`src/common/drive_cw_map.svh`:
```
// offsets, bit positions and state codes of the control word block
`ifndef DRIVE_CW_MAP_SVH
`define DRIVE_CW_MAP_SVH

`define CW_OFS_CTRL      8'h00
`define CW_OFS_SP_WAIT   8'h04
`define CW_OFS_DEENERG   8'h08
`define CW_OFS_INCH1     8'h0C
`define CW_OFS_INCH2     8'h10
`define CW_OFS_STATUS    8'h14

`define CW_BIT_ON        0
`define CW_BIT_SP_EN     6
`define CW_BIT_ACK       7
`define CW_BIT_INCH1     8
`define CW_BIT_INCH2     9
`define CW_CTRL_MASK     16'h03C1
`define CW_CTRL_RST      16'h0000

`define ST_BIT_SP_EN     0
`define ST_BIT_ON        1
`define ST_BIT_INCH_RUN  2
`define ST_BIT_INCH_WAIT 3
`define ST_BIT_INCH2     4
`define ST_BIT_DEEN_DONE 5
`define ST_BIT_SPW_DONE  6
`define ST_BIT_ACK_BUSY  7
`define ST_BIT_HOLD      8
`define ST_BIT_FAULT     9
`define ST_CODE_LSB      16

`define DRV_ST_FAULT     8'h07
`define DRV_ST_PON_INH   8'h08
`define DRV_ST_READY_PU  8'h09

`endif

```
`src/common/drive_cw_pkg.sv`:
```
// enumerations of the control word block
`default_nettype none

package drive_cw_pkg;

	typedef enum logic [1:0] {
		ACK_IDLE  = 2'b00,
		ACK_COPY  = 2'b01,
		ACK_CLEAR = 2'b10,
		ACK_CHECK = 2'b11
	} ack_state_t;

	typedef enum logic [1:0] {
		INCH_IDLE = 2'b00,
		INCH_WAIT = 2'b01,
		INCH_RUN  = 2'b10
	} inch_state_t;

	typedef enum logic [1:0] {
		SEL_MAIN  = 2'b00,
		SEL_INCH1 = 2'b01,
		SEL_INCH2 = 2'b10
	} sp_sel_t;

endpackage : drive_cw_pkg

`default_nettype wire

```
`src/verilog/cw_deenerg_timer.sv`:
```
// down counter that reports when a de-energization wait has run out
`timescale 1ns/10ps
`default_nettype none

module cw_deenerg_timer #(
	parameter int W = 24
) (
	input  wire logic         clock,
	input  wire logic         sys_rst,
	input  wire logic         start,
	input  wire logic [W-1:0] load,
	output logic              done
);

	typedef struct packed {
		logic [W-1:0] cnt;
		logic         done;
	} state_t;

	state_t state_reg;
	state_t state_next;

	always_comb begin
		state_next = state_reg;
		if (start) begin
			state_next.cnt = load;
		end else if (state_reg.cnt != '0) begin
			state_next.cnt = state_reg.cnt - W'(1);
		end
		state_next.done = (state_next.cnt == '0);
	end

	always_ff @(posedge clock or posedge sys_rst) begin
		if (sys_rst) begin
			state_reg <= '{cnt: '0, done: 1'b1};
		end else begin
			state_reg <= state_next;
		end
	end

	assign done = state_reg.done;

endmodule : cw_deenerg_timer

`default_nettype wire

```
`src/verilog/cw_sync_edge.sv`:
```
// two-stage synchroniser with rise and fall detection per bit
`timescale 1ns/10ps
`default_nettype none

module cw_sync_edge #(
	parameter int W = 4
) (
	input  wire logic         clock,
	input  wire logic         sys_rst,
	input  wire logic [W-1:0] din,
	output logic      [W-1:0] level,
	output logic      [W-1:0] rise,
	output logic      [W-1:0] fall
);

	typedef struct packed {
		logic [W-1:0] s1;
		logic [W-1:0] s2;
		logic [W-1:0] s3;
	} state_t;

	state_t state_reg;
	state_t state_next;

	always_comb begin
		state_next    = state_reg;
		state_next.s1 = din;
		state_next.s2 = state_reg.s1;
		state_next.s3 = state_reg.s2;
	end

	always_ff @(posedge clock or posedge sys_rst) begin
		if (sys_rst) begin
			state_reg <= '0;
		end else begin
			state_reg <= state_next;
		end
	end

	genvar i;
	generate
		for (i = 0; i < W; i++) begin : g_bit
			assign level[i] = state_reg.s2[i];
			assign rise[i]  = state_reg.s2[i] & ~state_reg.s3[i];
			assign fall[i]  = ~state_reg.s2[i] & state_reg.s3[i];
		end
	endgenerate

endmodule : cw_sync_edge

`default_nettype wire

```
`src/verilog/drive_cw_bits.sv`:
```
// control word bits 6 to 9: setpoint enable, acknowledge and inching
//
// The implementer's own choices: the register offsets and the address-and-strobe port.
`timescale 1ns/10ps
`default_nettype none

`include "drive_cw_map.svh"

////////////////////////////////////////////////////////////////////////////////
// Functional notes
// RULE1 - setpoint enable output only when bit 6 high and its wait elapsed
// RULE2 - acknowledge rising edge counts only in fault state 007
// RULE3 - on acknowledge, copy pending faults to diagnostics first, then clear
// RULE4 - after acknowledge, go to power-on inhibit 008 if no fault present
// RULE5 - fault still present after acknowledge keeps state at fault 007
// RULE6 - acknowledge works from three sources and operator panel together
// RULE7 - inching-1 rise in state 009 issues ON and selects inching frequency 1
// RULE8 - inching-2 rise in state 009 issues ON and selects inching frequency 2
// RULE9 - bit 0 on command ignored while inching is active
// RULE10 - inching start waits for de-energization time to elapse
// RULE11 - inching bit low issues ramp-down stop, ending inching
module drive_cw_bits #(
	parameter int          NF          = 16,
	parameter int          FW          = 16,
	parameter int          TW          = 24,
	parameter logic [23:0] SP_WAIT_DEF = 24'h000100,
	parameter logic [23:0] DEENERG_DEF = 24'h000100
) (
	input  wire logic          clock,
	input  wire logic          sys_rst,
	input  wire logic [7:0]    bus_addr,
	input  wire logic [31:0]   bus_wdata,
	input  wire logic          bus_wr,
	input  wire logic          bus_rd,
	output logic      [31:0]   bus_rdata,
	input  wire logic [2:0]    ack_src_pin,
	input  wire logic          panel_ack_pin,
	input  wire logic [7:0]    state_code,
	input  wire logic          fault_present,
	input  wire logic [NF-1:0] pending_faults,
	input  wire logic          shutdown_done,
	output logic               setpoint_enable,
	output logic               on_command,
	output logic               ramp_down_stop,
	output logic      [1:0]    setpoint_select,
	output logic      [FW-1:0] inching_setpoint,
	output logic               diag_wr,
	output logic      [NF-1:0] diag_data,
	output logic               fault_clear,
	output logic               power_on_inhibit_req,
	output logic               hold_fault
);

	////////////////////////////////////////////////////////////////////////////
	// state

	typedef struct packed {
		logic [15:0]                ctrl;
		logic [TW-1:0]              sp_wait;
		logic [TW-1:0]              deenerg;
		logic [FW-1:0]              freq1;
		logic [FW-1:0]              freq2;
		logic [31:0]                rdata;
		logic                       ack_prev;
		logic                       inch1_prev;
		logic                       inch2_prev;
		drive_cw_pkg::ack_state_t   ack_st;
		drive_cw_pkg::inch_state_t  inch_st;
		logic                       inch2;
		logic [NF-1:0]              diag;
		logic                       diag_wr;
		logic                       clr;
		logic                       pon;
		logic                       hold;
		logic                       rds;
		logic                       sp_en;
		logic                       on;
		drive_cw_pkg::sp_sel_t      sel;
		logic [FW-1:0]              sp;
	} state_t;

	localparam state_t RESET_STATE = '{
		ctrl:       `CW_CTRL_RST,
		sp_wait:    TW'(SP_WAIT_DEF),
		deenerg:    TW'(DEENERG_DEF),
		freq1:      '0,
		freq2:      '0,
		rdata:      '0,
		ack_prev:   1'b0,
		inch1_prev: 1'b0,
		inch2_prev: 1'b0,
		ack_st:     drive_cw_pkg::ACK_IDLE,
		inch_st:    drive_cw_pkg::INCH_IDLE,
		inch2:      1'b0,
		diag:       '0,
		diag_wr:    1'b0,
		clr:        1'b0,
		pon:        1'b0,
		hold:       1'b0,
		rds:        1'b0,
		sp_en:      1'b0,
		on:         1'b0,
		sel:        drive_cw_pkg::SEL_MAIN,
		sp:         '0
	};

	state_t state_reg;
	state_t state_next;

	////////////////////////////////////////////////////////////////////////////
	// pin synchronisers and de-energization timers

	logic [3:0] pin_rise;
	logic       sp_wait_done;
	logic       deenerg_done;

	cw_sync_edge #(
		.W (4)
	) u_ack_sync (
		.clock   (clock),
		.sys_rst (sys_rst),
		.din     ({panel_ack_pin, ack_src_pin}),
		.level   (),
		.rise    (pin_rise),
		.fall    ()
	);

	cw_deenerg_timer #(
		.W (TW)
	) u_sp_wait (
		.clock   (clock),
		.sys_rst (sys_rst),
		.start   (shutdown_done),
		.load    (state_reg.sp_wait),
		.done    (sp_wait_done)
	);

	cw_deenerg_timer #(
		.W (TW)
	) u_deenerg (
		.clock   (clock),
		.sys_rst (sys_rst),
		.start   (shutdown_done),
		.load    (state_reg.deenerg),
		.done    (deenerg_done)
	);

	////////////////////////////////////////////////////////////////////////////
	// next state

	logic        ack_bit;
	logic        inch1_bit;
	logic        inch2_bit;
	logic        ack_edge;
	logic        inch1_rise;
	logic        inch2_rise;
	logic        inch_drop;
	logic        inch_busy;
	logic [31:0] status_word;

	always_comb begin
		state_next = state_reg;
		ack_bit    = state_reg.ctrl[`CW_BIT_ACK];
		inch1_bit  = state_reg.ctrl[`CW_BIT_INCH1];
		inch2_bit  = state_reg.ctrl[`CW_BIT_INCH2];
		ack_edge   = (ack_bit & ~state_reg.ack_prev) | (|pin_rise); // see RULE6
		inch1_rise = inch1_bit & ~state_reg.inch1_prev;
		inch2_rise = inch2_bit & ~state_reg.inch2_prev;
		inch_busy  = (state_reg.inch_st != drive_cw_pkg::INCH_IDLE);
		inch_drop  = inch_busy & (state_reg.inch2 ? ~inch2_bit : ~inch1_bit);

		status_word                    = '0;
		status_word[`ST_BIT_SP_EN]     = state_reg.sp_en;
		status_word[`ST_BIT_ON]        = state_reg.on;
		status_word[`ST_BIT_INCH_RUN]  = (state_reg.inch_st == drive_cw_pkg::INCH_RUN);
		status_word[`ST_BIT_INCH_WAIT] = (state_reg.inch_st == drive_cw_pkg::INCH_WAIT);
		status_word[`ST_BIT_INCH2]     = state_reg.inch2;
		status_word[`ST_BIT_DEEN_DONE] = deenerg_done;
		status_word[`ST_BIT_SPW_DONE]  = sp_wait_done;
		status_word[`ST_BIT_ACK_BUSY]  = (state_reg.ack_st != drive_cw_pkg::ACK_IDLE);
		status_word[`ST_BIT_HOLD]      = state_reg.hold;
		status_word[`ST_BIT_FAULT]     = fault_present;
		status_word[`ST_CODE_LSB +: 8] = state_code;

		state_next.ack_prev   = ack_bit;
		state_next.inch1_prev = inch1_bit;
		state_next.inch2_prev = inch2_bit;

		// register writes
		if (bus_wr) begin
			unique case (bus_addr)
				`CW_OFS_CTRL: begin
					state_next.ctrl = bus_wdata[15:0] & `CW_CTRL_MASK;
				end
				`CW_OFS_SP_WAIT: begin
					state_next.sp_wait = bus_wdata[TW-1:0];
				end
				`CW_OFS_DEENERG: begin
					state_next.deenerg = bus_wdata[TW-1:0];
				end
				`CW_OFS_INCH1: begin
					state_next.freq1 = bus_wdata[FW-1:0];
				end
				`CW_OFS_INCH2: begin
					state_next.freq2 = bus_wdata[FW-1:0];
				end
				default: begin
				end
			endcase
		end

		// register reads, data valid only in the following cycle
		state_next.rdata = '0;
		if (bus_rd) begin
			unique case (bus_addr)
				`CW_OFS_CTRL: begin
					state_next.rdata = {16'h0000, state_reg.ctrl};
				end
				`CW_OFS_SP_WAIT: begin
					state_next.rdata = 32'(state_reg.sp_wait);
				end
				`CW_OFS_DEENERG: begin
					state_next.rdata = 32'(state_reg.deenerg);
				end
				`CW_OFS_INCH1: begin
					state_next.rdata = 32'(state_reg.freq1);
				end
				`CW_OFS_INCH2: begin
					state_next.rdata = 32'(state_reg.freq2);
				end
				`CW_OFS_STATUS: begin
					state_next.rdata = status_word;
				end
				default: begin
					state_next.rdata = '0;
				end
			endcase
		end

		// acknowledge sequence
		state_next.diag_wr = 1'b0;
		state_next.clr     = 1'b0;
		state_next.pon     = 1'b0;
		unique case (state_reg.ack_st)
			drive_cw_pkg::ACK_IDLE: begin
				if (ack_edge && state_code == `DRV_ST_FAULT) begin // see RULE2
					state_next.ack_st = drive_cw_pkg::ACK_COPY;
				end
			end
			drive_cw_pkg::ACK_COPY: begin
				state_next.diag    = pending_faults; // see RULE3
				state_next.diag_wr = 1'b1;
				state_next.ack_st  = drive_cw_pkg::ACK_CLEAR;
			end
			drive_cw_pkg::ACK_CLEAR: begin
				state_next.clr    = 1'b1; // see RULE3
				state_next.ack_st = drive_cw_pkg::ACK_CHECK;
			end
			drive_cw_pkg::ACK_CHECK: begin
				state_next.pon    = ~fault_present; // see RULE4
				state_next.hold   = fault_present; // see RULE5
				state_next.ack_st = drive_cw_pkg::ACK_IDLE;
			end
		endcase
		if (state_code != `DRV_ST_FAULT) begin
			state_next.hold = 1'b0;
		end

		// inching sequence
		state_next.rds = 1'b0;
		unique case (state_reg.inch_st)
			drive_cw_pkg::INCH_IDLE: begin
				if (state_code == `DRV_ST_READY_PU && (inch1_rise || inch2_rise)) begin
					state_next.inch_st = drive_cw_pkg::INCH_WAIT;
					state_next.inch2   = ~inch1_rise; // see RULE8
				end
			end
			drive_cw_pkg::INCH_WAIT: begin
				if (inch_drop) begin
					state_next.inch_st = drive_cw_pkg::INCH_IDLE;
					state_next.rds     = 1'b1; // see RULE11
				end else if (deenerg_done) begin
					state_next.inch_st = drive_cw_pkg::INCH_RUN; // see RULE10
				end
			end
			drive_cw_pkg::INCH_RUN: begin
				if (inch_drop) begin
					state_next.inch_st = drive_cw_pkg::INCH_IDLE;
					state_next.rds     = 1'b1; // see RULE11
				end
			end
			default: begin
				state_next.inch_st = drive_cw_pkg::INCH_IDLE;
			end
		endcase

		// command and setpoint outputs
		unique case (state_next.inch_st)
			drive_cw_pkg::INCH_RUN: begin
				state_next.on = 1'b1; // see RULE7
				if (state_next.inch2) begin
					state_next.sel = drive_cw_pkg::SEL_INCH2; // see RULE8
					state_next.sp  = state_reg.freq2;
				end else begin
					state_next.sel = drive_cw_pkg::SEL_INCH1; // see RULE7
					state_next.sp  = state_reg.freq1;
				end
			end
			drive_cw_pkg::INCH_WAIT: begin
				state_next.on  = 1'b0; // see RULE9
				state_next.sel = drive_cw_pkg::SEL_MAIN;
				state_next.sp  = '0;
			end
			default: begin
				state_next.on  = state_reg.ctrl[`CW_BIT_ON] & ~state_next.rds;
				state_next.sel = drive_cw_pkg::SEL_MAIN;
				state_next.sp  = '0;
			end
		endcase
		state_next.sp_en = state_reg.ctrl[`CW_BIT_SP_EN] & sp_wait_done; // see RULE1
	end

	////////////////////////////////////////////////////////////////////////////
	// registers

	always_ff @(posedge clock or posedge sys_rst) begin
		if (sys_rst) begin
			state_reg <= RESET_STATE;
		end else begin
			state_reg <= state_next;
		end
	end

	////////////////////////////////////////////////////////////////////////////
	// outputs

	assign bus_rdata            = state_reg.rdata;
	assign setpoint_enable      = state_reg.sp_en;
	assign on_command           = state_reg.on;
	assign ramp_down_stop       = state_reg.rds;
	assign setpoint_select      = state_reg.sel;
	assign inching_setpoint     = state_reg.sp;
	assign diag_wr              = state_reg.diag_wr;
	assign diag_data            = state_reg.diag;
	assign fault_clear          = state_reg.clr;
	assign power_on_inhibit_req = state_reg.pon;
	assign hold_fault           = state_reg.hold;

endmodule : drive_cw_bits

`default_nettype wire
```
`config.mk`:
```
export PLATFORM = sky130hd
export DESIGN_NAME = drive_cw_bits
export DESIGN_NICKNAME = d
export VERILOG_FILES = /design/src/common/drive_cw_pkg.sv /design/src/verilog/cw_deenerg_timer.sv /design/src/verilog/cw_sync_edge.sv /design/src/verilog/drive_cw_bits.sv
export VERILOG_INCLUDE_DIRS = /design/src /design/src/common
export SDC_FILE = /design/constraint.sdc
export NUM_CORES = 1
export LEC_CHECK = 0
export ABC_AREA = 1
export BUFFER_PORTS_ARGS = -buffer_cell sky130_fd_sc_hd__buf_2
export CAP_MARGIN = 30
export CORE_MARGIN = 2
export CORE_UTILIZATION = 50
export DETAILED_ROUTE_END_ITERATION = 12
export GPL_TIMING_DRIVEN = 0
export PLACE_DENSITY = 0.73
export SETUP_SLACK_MARGIN = 0.4
export SYNTH_ARGS = -nofsm -noshare
export SYNTH_HDL_FRONTEND = slang
export SYNTH_SLANG_ARGS = --single-unit
```
`constraint.sdc`:
```
create_clock -name clock -period 8.5 [get_ports clock]
set_clock_uncertainty 0.05 [all_clocks]
set_input_delay 1.7 -clock clock [delete_from_list [all_inputs] [get_ports clock]]
set_output_delay 1.7 -clock clock [all_outputs]
set_load 0.03 [all_outputs]
```
# == Yosys cells after proc, flatten, opt, wreduce, memory -nomap -nowiden ==
# Cells that the tools add are included.
# op_classes
addsub,2
eq_ne,16
muxes,23
bitwise_logic,23
n_reduce_logical,20
# op_table
cell,count
24-bit case mux with 6 select lines,1
24-bit 2-to-1 mux,5
24-bit logical NOT,2
24-bit nonzero test,2
"24-bit by 1-bit subtractor with 24-bit output, second input constant",2
19-bit case mux with 2 select lines,1
"8-bit by 4-bit == test with 1-bit output, second input constant",3
18-bit 2-to-1 mux,1
"8-bit by 3-bit == test with 1-bit output, second input constant",2
"8-bit by 5-bit == test with 1-bit output, second input constant",2
1-bit NOT,12
1-bit AND,10
2-bit 2-to-1 mux,5
2-bit AND reduction,5
"2-bit == test, second input constant",4
8-bit logical NOT,1
"8-bit by 3-bit != test with 1-bit output, second input constant",1
2-bit case mux with 4 select lines,1
1-bit 2-to-1 mux,7
"2-bit by 1-bit == test with 1-bit output, second input constant",3
2-bit case mux with 3 select lines,1
2-bit nonzero test,3
2-bit logical NOT,2
4-bit OR reduction,1
6 further kinds,7
# word_totals
ff_bits,228
inputBits,74
out_inout_bits,73
wordCells,113

# == Longest topological paths before layout ==
# Gate-level depths: netlist of the first run.
# logic_depth
word_depth,8
mapped_depth,14

# == By module ==
# A second synthesis of the first run with hierarchy kept.
# hier_totals
cells_unflattened,1495
area_unflattened_um2,11883.9
# modules_own_cells
module,n_inst,cells_each,area_per_inst_um2
drive_cw_bits,1,856,7576.0
cw_deenerg_timer,2,303,1956.9
cw_sync_edge,1,33,394.1

# == Worst setup path before layout of the first run ==
# No wires, ideal clock.
# synth_path
kind,input port to flip-flop
start,input port state_code[6]
end,"register state_reg, in the netlist inching_setpoint[13]"
arrival_ns,3.222
setup_slack_ns,5.090
path_stages,12
n_path_buf,2
cell_sequence,inv_1 nand4_1 nor2_1 nand2_2 nor2_2 inv_1 a21oi_1 inv_1 ha_1 buf_1 clkbuf_1 a21oi_1
# synth_lines
item,line_no,rtl
start: declaration,drive_cw_bits.sv:38,"input wire logic [7:0] state_code,"
end signal: assignment,drive_cw_bits.sv:330,state_reg <= state_next;
end: declaration,drive_cw_bits.sv:107,state_t state_reg;

==> metrics, run 1 <==
Top Ports=147; Critical Setup Path Class=in2reg; run status=finished, final reports clean; async set-or-reset flop fraction in the synthesized netlist=100%; RSZ-0062 raised after global routing=no; most used flip-flop cell after synthesis=sky130_fd_sc_hd__dfrtp_1; worst-case headroom to the max-slew limit=36.2%; average footprint of a synthesized cell=8.11 sq um; number of enable-type register cells in the synthesized netlist=0; number of buffers added on ports=129; total number of yosys warnings=0; dpl hpwl=24,400 um; routed len/inst=17.4 um; number of max-capacitance violations reported=0; cell with the largest stage delay on the worst path=sky130_fd_sc_hd__clkbuf_1; pin count of the biggest net entering global routing=121; total iterations of the first detailed-routing run=6; number of sinks on the clock net=220; number of setup buffers added after CTS=0; Final Hold Vio Count=0; initial antenna violation count=0; critical path required time=8.81 ns; Residual DRC=0; Critical Path AT=4.10 ns; final worst path period need=3.79 ns; initial core utilization=51.1%; flip-flop count of the largest register after layout=90; clock latency on the worst-skew pair=0.52 ns; Distinct cells, synth=49; post-synthesis register bit count=220; total clock buffers created by CTS=24; Detail Route Antenna Nets=0; die extent in x=154 um; series of cell instances along the critical path=buf_2, inv_1, nand4_1, nor2_1, nand2_2, nor2_2, inv_1, a21oi_1, inv_1, ha_1, buf_1, clkbuf_1, a21oi_1; CTS H-Tree Depth=1; peak ir drop on the vdd network=225 uV; library cell occupying the most area in the post-synthesis netlist=sky130_fd_sc_hd__dfrtp_1; family with the most delay on the worst path=buffers and inverters; leakage dissipation=6.83 nW; Antenna Cells=0; CP dominant cell by count=sky130_fd_sc_hd__inv_1; Starting DRT DRC Count=909; routed via count divided by cell count=5.32; Vert. Die Dim=154 um; sequential element share of the synthesized area=49.2%; power consumption=2.94 mW; Core Box Area=0.0219 sq mm; total congestion overflow after global routing=0; clock tree from TritonCTS=yes; root buffer cell=sky130_fd_sc_hd__clkbuf_16; cell area after synthesis=0.0112 sq mm; pin slew with the least headroom to its limit=0.950 ns; utilization of the core after routing=59.7%; maximum count of clock buffers along a single path=3; ratio of cells with drive above 1 in the final layout=20.2%; final weighted congestion in routability-driven placement=0.985; Setup crit end kind=flip-flop; Worst Setup Start Kind=input pin; Nets=1,631; area added between synthesis and finish=16.7%; Synth area leaders=sky130_fd_sc_hd__dfrtp_1 48%, sky130_fd_sc_hd__nand2_1 12%, sky130_fd_sc_hd__inv_1 5.7%; final max-slew violation count=0; area share of the largest cell type after synthesis=48.3%; via total after detailed routing=9,794; highest attainable clock frequency=264 MHz; Period Utilization, post-route=44.6%; vias in the first global route=9,645; Buf+Inv Stages, Crit Path=6; Die Outline Area=0.0236 sq mm; count of mapped cells out of synthesis=1,381; overall global routing resource usage=27.1%; biggest fanout along the worst timing path=10; total setup violations reported at the end of the flow=0; routed wire length=32,100 um; total number of placement rows=54; Hold-fix buffers, CTS=0; count of cells resized by post-cts repair=0; Pwr per Cell Area=225 mW/mm^2; path type of the worst min-delay path=reg2reg; clock transition at the register clock pins on the worst setup and hold paths after CTS=0.06 ns; Max stage delay on crit path=0.49 ns; global-route wire length before repair=50,600 um
-- cell usage in the layout (no fill, tap or decap), types with 3 or more instances in the layout --
master	n
sky130_fd_sc_hd__buf_1	3
sky130_fd_sc_hd__conb_1	8
sky130_fd_sc_hd__nor3_1	4
sky130_fd_sc_hd__o22ai_1	9
sky130_fd_sc_hd__a31oi_1	5
sky130_fd_sc_hd__nor2_4	3
sky130_fd_sc_hd__a22oi_1	3
sky130_fd_sc_hd__a221oi_1	12
sky130_fd_sc_hd__clkbuf_16	25
sky130_fd_sc_hd__nand4_1	11
sky130_fd_sc_hd__clkbuf_1	28
sky130_fd_sc_hd__a22o_1	6
sky130_fd_sc_hd__dfstp_2	4
sky130_fd_sc_hd__nand3_2	3
sky130_fd_sc_hd__inv_2	3
sky130_fd_sc_hd__buf_2	139
sky130_fd_sc_hd__and2_1	4
sky130_fd_sc_hd__xor2_1	7
sky130_fd_sc_hd__dfrtp_1	216
sky130_fd_sc_hd__nor2_2	19
sky130_fd_sc_hd__nand3b_1	22
sky130_fd_sc_hd__nand3_1	68
sky130_fd_sc_hd__buf_6	4
sky130_fd_sc_hd__nor2_1	119
sky130_fd_sc_hd__nand2_1	361
sky130_fd_sc_hd__clkbuf_8	6
sky130_fd_sc_hd__inv_1	170
sky130_fd_sc_hd__buf_4	66
sky130_fd_sc_hd__nand2_2	7
sky130_fd_sc_hd__ha_1	13
sky130_fd_sc_hd__clkinv_2	7
sky130_fd_sc_hd__xnor2_1	3
sky130_fd_sc_hd__mux2_2	16
sky130_fd_sc_hd__o21ai_0	119
sky130_fd_sc_hd__a21oi_1	44
sky130_fd_sc_hd__or2_2	3
-- worst reg2reg max path, cell delays in order (launching register included) --
cell,delay (ns)
sky130_fd_sc_hd__dfrtp_1,0.40
sky130_fd_sc_hd__inv_1,0.11
sky130_fd_sc_hd__ha_1,0.22
sky130_fd_sc_hd__a21oi_1,0.05
sky130_fd_sc_hd__o21ai_0,0.17
sky130_fd_sc_hd__o21ai_0,0.22
sky130_fd_sc_hd__a221oi_1,0.42
sky130_fd_sc_hd__ha_1,0.18
sky130_fd_sc_hd__buf_1,0.30
sky130_fd_sc_hd__clkbuf_1,0.49
sky130_fd_sc_hd__a21oi_1,0.15
-- per-stage QoR --
| step | instances | TNS [ns] | instance area, sq um | setup slack [ns] | hold slack, ns |
|---|---|---|---|---|---|
| after floorplan | 1388 | 0 | 11200 | 0.736 | 0.281 |
| after global placement | 1797 | -329.86 | 12200 | -1.56 | 0.282 |
| after detailed placement | 1798 | 0 | 12300 | 4.25 | 0.285 |
| after CTS | 1842 | 0 | 13100 | 4.79 | 0.297 |
| after global routing | 1842 | 0 | 13100 | 4.58 | 0.300 |
| final | 1842 | 0 | 13100 | 4.71 | 0.296 |
-- Yosys cell counts (4+ instances only) --
cell and n:
sky130_fd_sc_hd__a21oi_1 44, sky130_fd_sc_hd__o21ai_0 119, sky130_fd_sc_hd__buf_6 4, sky130_fd_sc_hd__a221oi_1 12, sky130_fd_sc_hd__a22o_1 6, sky130_fd_sc_hd__ha_1 13, sky130_fd_sc_hd__xor2_1 7, sky130_fd_sc_hd__dfrtp_1 216
sky130_fd_sc_hd__nand3_1 68, sky130_fd_sc_hd__nand2_2 7, sky130_fd_sc_hd__nand2_1 361, sky130_fd_sc_hd__clkbuf_1 23, sky130_fd_sc_hd__dfstp_2 4, sky130_fd_sc_hd__inv_1 171, sky130_fd_sc_hd__nand4_1 11, sky130_fd_sc_hd__mux2_2 16
sky130_fd_sc_hd__nand3b_1 22, sky130_fd_sc_hd__buf_2 10, sky130_fd_sc_hd__nor3_1 4, sky130_fd_sc_hd__nor2_1 119, sky130_fd_sc_hd__and2_1 4, sky130_fd_sc_hd__buf_4 66, sky130_fd_sc_hd__o22ai_1 9, sky130_fd_sc_hd__nor2_2 19
sky130_fd_sc_hd__a31oi_1 5
-- routing by layer --
layer	up-vias	routed length (um)	part of all wire (%)	GRT usage [%]
met1	4659	13700	43	37.3
met2	408	14800	46	43.6
met4	0	959	3.0	9.13
li1	4651	-	-	-
met3	76	2620	8.1	4.79
met5	-	0	0	0
-- power breakdown --
| group | switching (mW) | internal, mW |
|---|---|---|
| logic | 0.398 | 0.244 |
| clock network | 0.421 | 0.649 |
| registers | 0.0759 | 1.15 |
-- area by class of cell --
class	count	area (sq um)
tap	280	350
fill	1997	8820
sequential	220	5510
multi-input combinational	885	4360
timing repair buffer	130	673
inverter	177	673
clock inverter	8	90.1
buffer	106	688
clock buffer	36	727
-- cells by family after synthesis --
group | after synthesis | share of synthesized area [%]
DFF | 220 | 49.2
and+or+nand+nor | 630 | 24.4
muxes | 16 | 1.61
AOI/OAI and AO/OA | 208 | 10.4
buffers and inverters | 283 | 12.1
xor gates and xnor gates | 10 | 0.782
other | 1 | 0.0335
adders and majority gates | 13 | 1.45
-- worst paths after layout --
kind	depth (start not counted)	start	to	slack, ns
setup / recovery	13	state_code[5]	inching_setpoint[15]	4.71
hold / removal	0	u_ack_sync.state_next[5]	u_ack_sync.level[1]	0.30
setup reg to reg	10	state_reg[43]	inching_setpoint[15]	5.58
hold reg to reg	0	u_ack_sync.state_next[5]	u_ack_sync.level[1]	0.30
max in group asynchronous	3	sys_rst	bus_rdata[13]	6.10
min in group asynchronous	2	sys_rst	bus_rdata[17]	1.26
Note: power is estimated with default switching activity, not from simulation.
==> run 2: changes to the inputs <==
--- a/config.mk
+++ b/config.mk
@@ -13,7 +13,7 @@
 export CORE_UTILIZATION = 50
 export DETAILED_ROUTE_END_ITERATION = 12
 export GPL_TIMING_DRIVEN = 0
-export PLACE_DENSITY = 0.73
+export PLACE_DENSITY = 0.75
 export SETUP_SLACK_MARGIN = 0.4
 export SYNTH_ARGS = -nofsm -noshare
 export SYNTH_HDL_FRONTEND = slang
==> constraint.sdc (replaced) <==
create_clock -name clock -period 3.4 [get_ports clock]
set_clock_uncertainty 0.05 [all_clocks]
set_input_delay 0.68 -clock clock [delete_from_list [all_inputs] [get_ports clock]]
set_output_delay 0.68 -clock clock [all_outputs]
set_load 0.03 [all_outputs]
==> run 2 against run 1 <==
  * Core utilization up 0.81 points
  * Largest cell class unchanged
  * Sequential power rose to 2.5 times the previous value
  * Critical path depth down 1
  * Critical path type is now reg2reg
  * Register-to-register slack worse by 4.8 ns
  * Cell count up 0.22%
  * Global-route usage about the same
  * Non-clock buffer count up 4
  * Power rose to 2.6 times the previous value
  * Hold slack worse by 0.080 ns
  * Highest routed layer is now met5
==> metrics, run 2 (synthesis results as in run 1) <==
Hold-fix buffers, CTS=0 (unchanged); setup slack after placement=0.251 ns (-4.00 ns); total iterations of the first detailed-routing run=5 (-1); biggest fanout along the worst timing path=10 (unchanged); total congestion overflow after global routing=0 (unchanged); final instance count without filler cells=1,846 (+0.22%); routed wire length=32,200 um (+0.21%); initial core utilization=51.1% (unchanged); clock latency on the worst-skew pair=0.53 ns (about the same); number of sinks on the clock net=220 (unchanged); Final Hold Vio Count=0 (unchanged); Setup WS post-layout=0.742 ns (-3.96 ns); Core Box Area=0.0219 sq mm (unchanged); Critical Setup Path Class=reg2reg; clock tree from TritonCTS=yes; routed via count divided by cell count=5.34 (+0.52%); via total after detailed routing=9,866 (+0.74%); root buffer cell=sky130_fd_sc_hd__clkbuf_16; Internal Pwr Total=5.40 mW (+160%); total setup violations reported at the end of the flow=0 (unchanged); count of cells resized by post-cts repair=0 (unchanged); combinational group share of total power=21.1% (-0.8 points); maximum count of clock buffers along a single path=3 (unchanged); total number of placement rows=54 (unchanged); overall global routing resource usage=27.1% (about the same); path type of the worst min-delay path=in2reg; flip-flop count of the largest register after layout=90 (unchanged); placed cell count=1,802 (+0.22%); area added between synthesis and finish=18.3%; RSZ-0062 raised after global routing=no; vias in the first global route=9,763 (+1.2%); number of buffers added on ports=129 (unchanged); final weighted congestion in routability-driven placement=0.940 (-4.6%); initial antenna violation count=3 (+3); endpoint of the worst hold-timing path=u_ack_sync.state_next[6]; global-route wire length before repair=50,700 um (+0.12%); clock transition at the register clock pins on the worst setup and hold paths after CTS=0.06 ns (about the same); reg2reg end=inching_setpoint[14]; dpl hpwl=24,800 um (+1.6%); run status=finished, final reports clean; final max-slew violation count=0 (unchanged); Nets=1,635 (+0.25%); most common cell after layout, fill and taps aside=sky130_fd_sc_hd__nand2_1; Period Utilization, post-route=78.2%; leakage dissipation=6.90 nW (+1.1%); switching share of power=29.7% (-0.79 points); highest attainable clock frequency=376 MHz; setup slack on the worst flop-to-flop path=0.74 ns (-4.84 ns); Clk pwr share=39.1% (+2.6 points); pin count of the biggest net entering global routing=44 (-64%); Starting DRT DRC Count=799 (-12%); number of setup buffers added after CTS=0 (unchanged); worst reg2reg path startpoint=state_reg[42]; worst-case headroom to the max-slew limit=39.0% (+2.9 points); Detail Route Antenna Nets=0 (unchanged); number of max-capacitance violations reported=0 (unchanged); die extent in x=154 um (unchanged); startpoint of the lowest-slack hold path=ack_src_pin[2]; Worst Setup Start Kind=flip-flop; Setup crit end kind=flip-flop; fill cell count=1,946 (-2.6%); total clock buffers created by CTS=24 (unchanged); routed len/inst=17.4 um (about the same); power spent charging and discharging nets=2.28 mW (+150%); Setup TNS Final=0 ns (unchanged); ratio of cells with drive above 1 in the final layout=20.6% (+0.41 points); Top Ports=147 (unchanged); most used cells in the layout excluding fill and tap cells=361 x sky130_fd_sc_hd__nand2_1, 216 x sky130_fd_sc_hd__dfrtp_1, 170 x sky130_fd_sc_hd__inv_1; pin slew with the least headroom to its limit=0.907 ns (-0.0430 ns); hold depth=1 (+1); peak ir drop on the vdd network=588 uV (+160%); sequential power share=39.8% (-1.9 points); final worst path period need=2.66 ns; FF-to-FF path depth=12 (+2); Die Outline Area=0.0236 sq mm (unchanged); Pwr per Cell Area=580 mW/mm^2 (+160%); Vert. Die Dim=154 um (unchanged); critical path required time=3.80 ns (-5.01 ns); CTS H-Tree Depth=1 (unchanged); utilization of the core after routing=60.5% (+0.81 points); Critical Path AT=3.05 ns (-1.05 ns); Residual DRC=0 (unchanged)
run 2: worst max path at each step:
stage                              from              endpoint  cells past startpoint
final                     state_reg[42]  inching_setpoint[14]                     12
after global routing      state_reg[43]   inching_setpoint[3]                     12
after CTS                 state_reg[42]  inching_setpoint[15]                     10
after detailed placement  state_code[5]  inching_setpoint[15]                     13
after global placement          sys_rst    setpoint_select[0]                      2
after floorplan                 sys_rst               ack_bit                      1
run 2: final cells by class:
type,instances,area (sq um),area share (%)
sequential,220,5510,41.6
multi-input combinational,885,4360,32.9
timing repair buffer,134,753,5.69
buffer,106,689,5.20
inverter,177,669,5.05
clock buffer,30,663,5.01
tap,280,350,2.64
clock inverter,13,251,1.90
antenna,1,2.50,0.0189
run 2: metrics by stage:
step	area, sq um	power [mW]	hold WS (ns)
finish	13200	7.68	0.216
CTS	13200	7.70	0.207
detailed placement	12300	4.71	0.286
global placement	12200	4.65	0.282
floorplan	11200	4.26	0.281
global route	13200	8.02	0.203
run 2: per-layer routing:
layer  up-vias  GRT usage, %  part of all wire (%)
met1      4672          36.4                    42
met3        87          5.83                   8.6
met5         -             0                 0.040
li1       4659             -                     -
met2       446          43.8                    46
met4         2          9.31                   3.1
run 2: power by group through the flow:
stage / combinational [mW] / sequential [mW] / clock, mW
6_report: 1.62 / 3.06 / 3.00
5_1_grt: 1.79 / 3.09 / 3.14
4_1_cts: 1.62 / 3.05 / 3.02
3_5_place_dp: 1.61 / 3.10 / 0
3_3_place_gp: 1.57 / 3.09 / 0
2_1_floorplan: 1.19 / 3.07 / 0
run 2: critical path, stage by stage, from the launching register on:
cell                       delay (ns)
sky130_fd_sc_hd__dfrtp_1         0.40
sky130_fd_sc_hd__inv_1           0.11
sky130_fd_sc_hd__ha_1            0.23
sky130_fd_sc_hd__a21oi_1         0.05
sky130_fd_sc_hd__o21ai_0         0.17
sky130_fd_sc_hd__o21ai_0         0.16
sky130_fd_sc_hd__a221oi_1        0.39
sky130_fd_sc_hd__ha_1            0.25
sky130_fd_sc_hd__inv_1           0.09
sky130_fd_sc_hd__nor2_4          0.23
sky130_fd_sc_hd__buf_6           0.19
sky130_fd_sc_hd__nand2_1         0.06
sky130_fd_sc_hd__a21oi_1         0.18
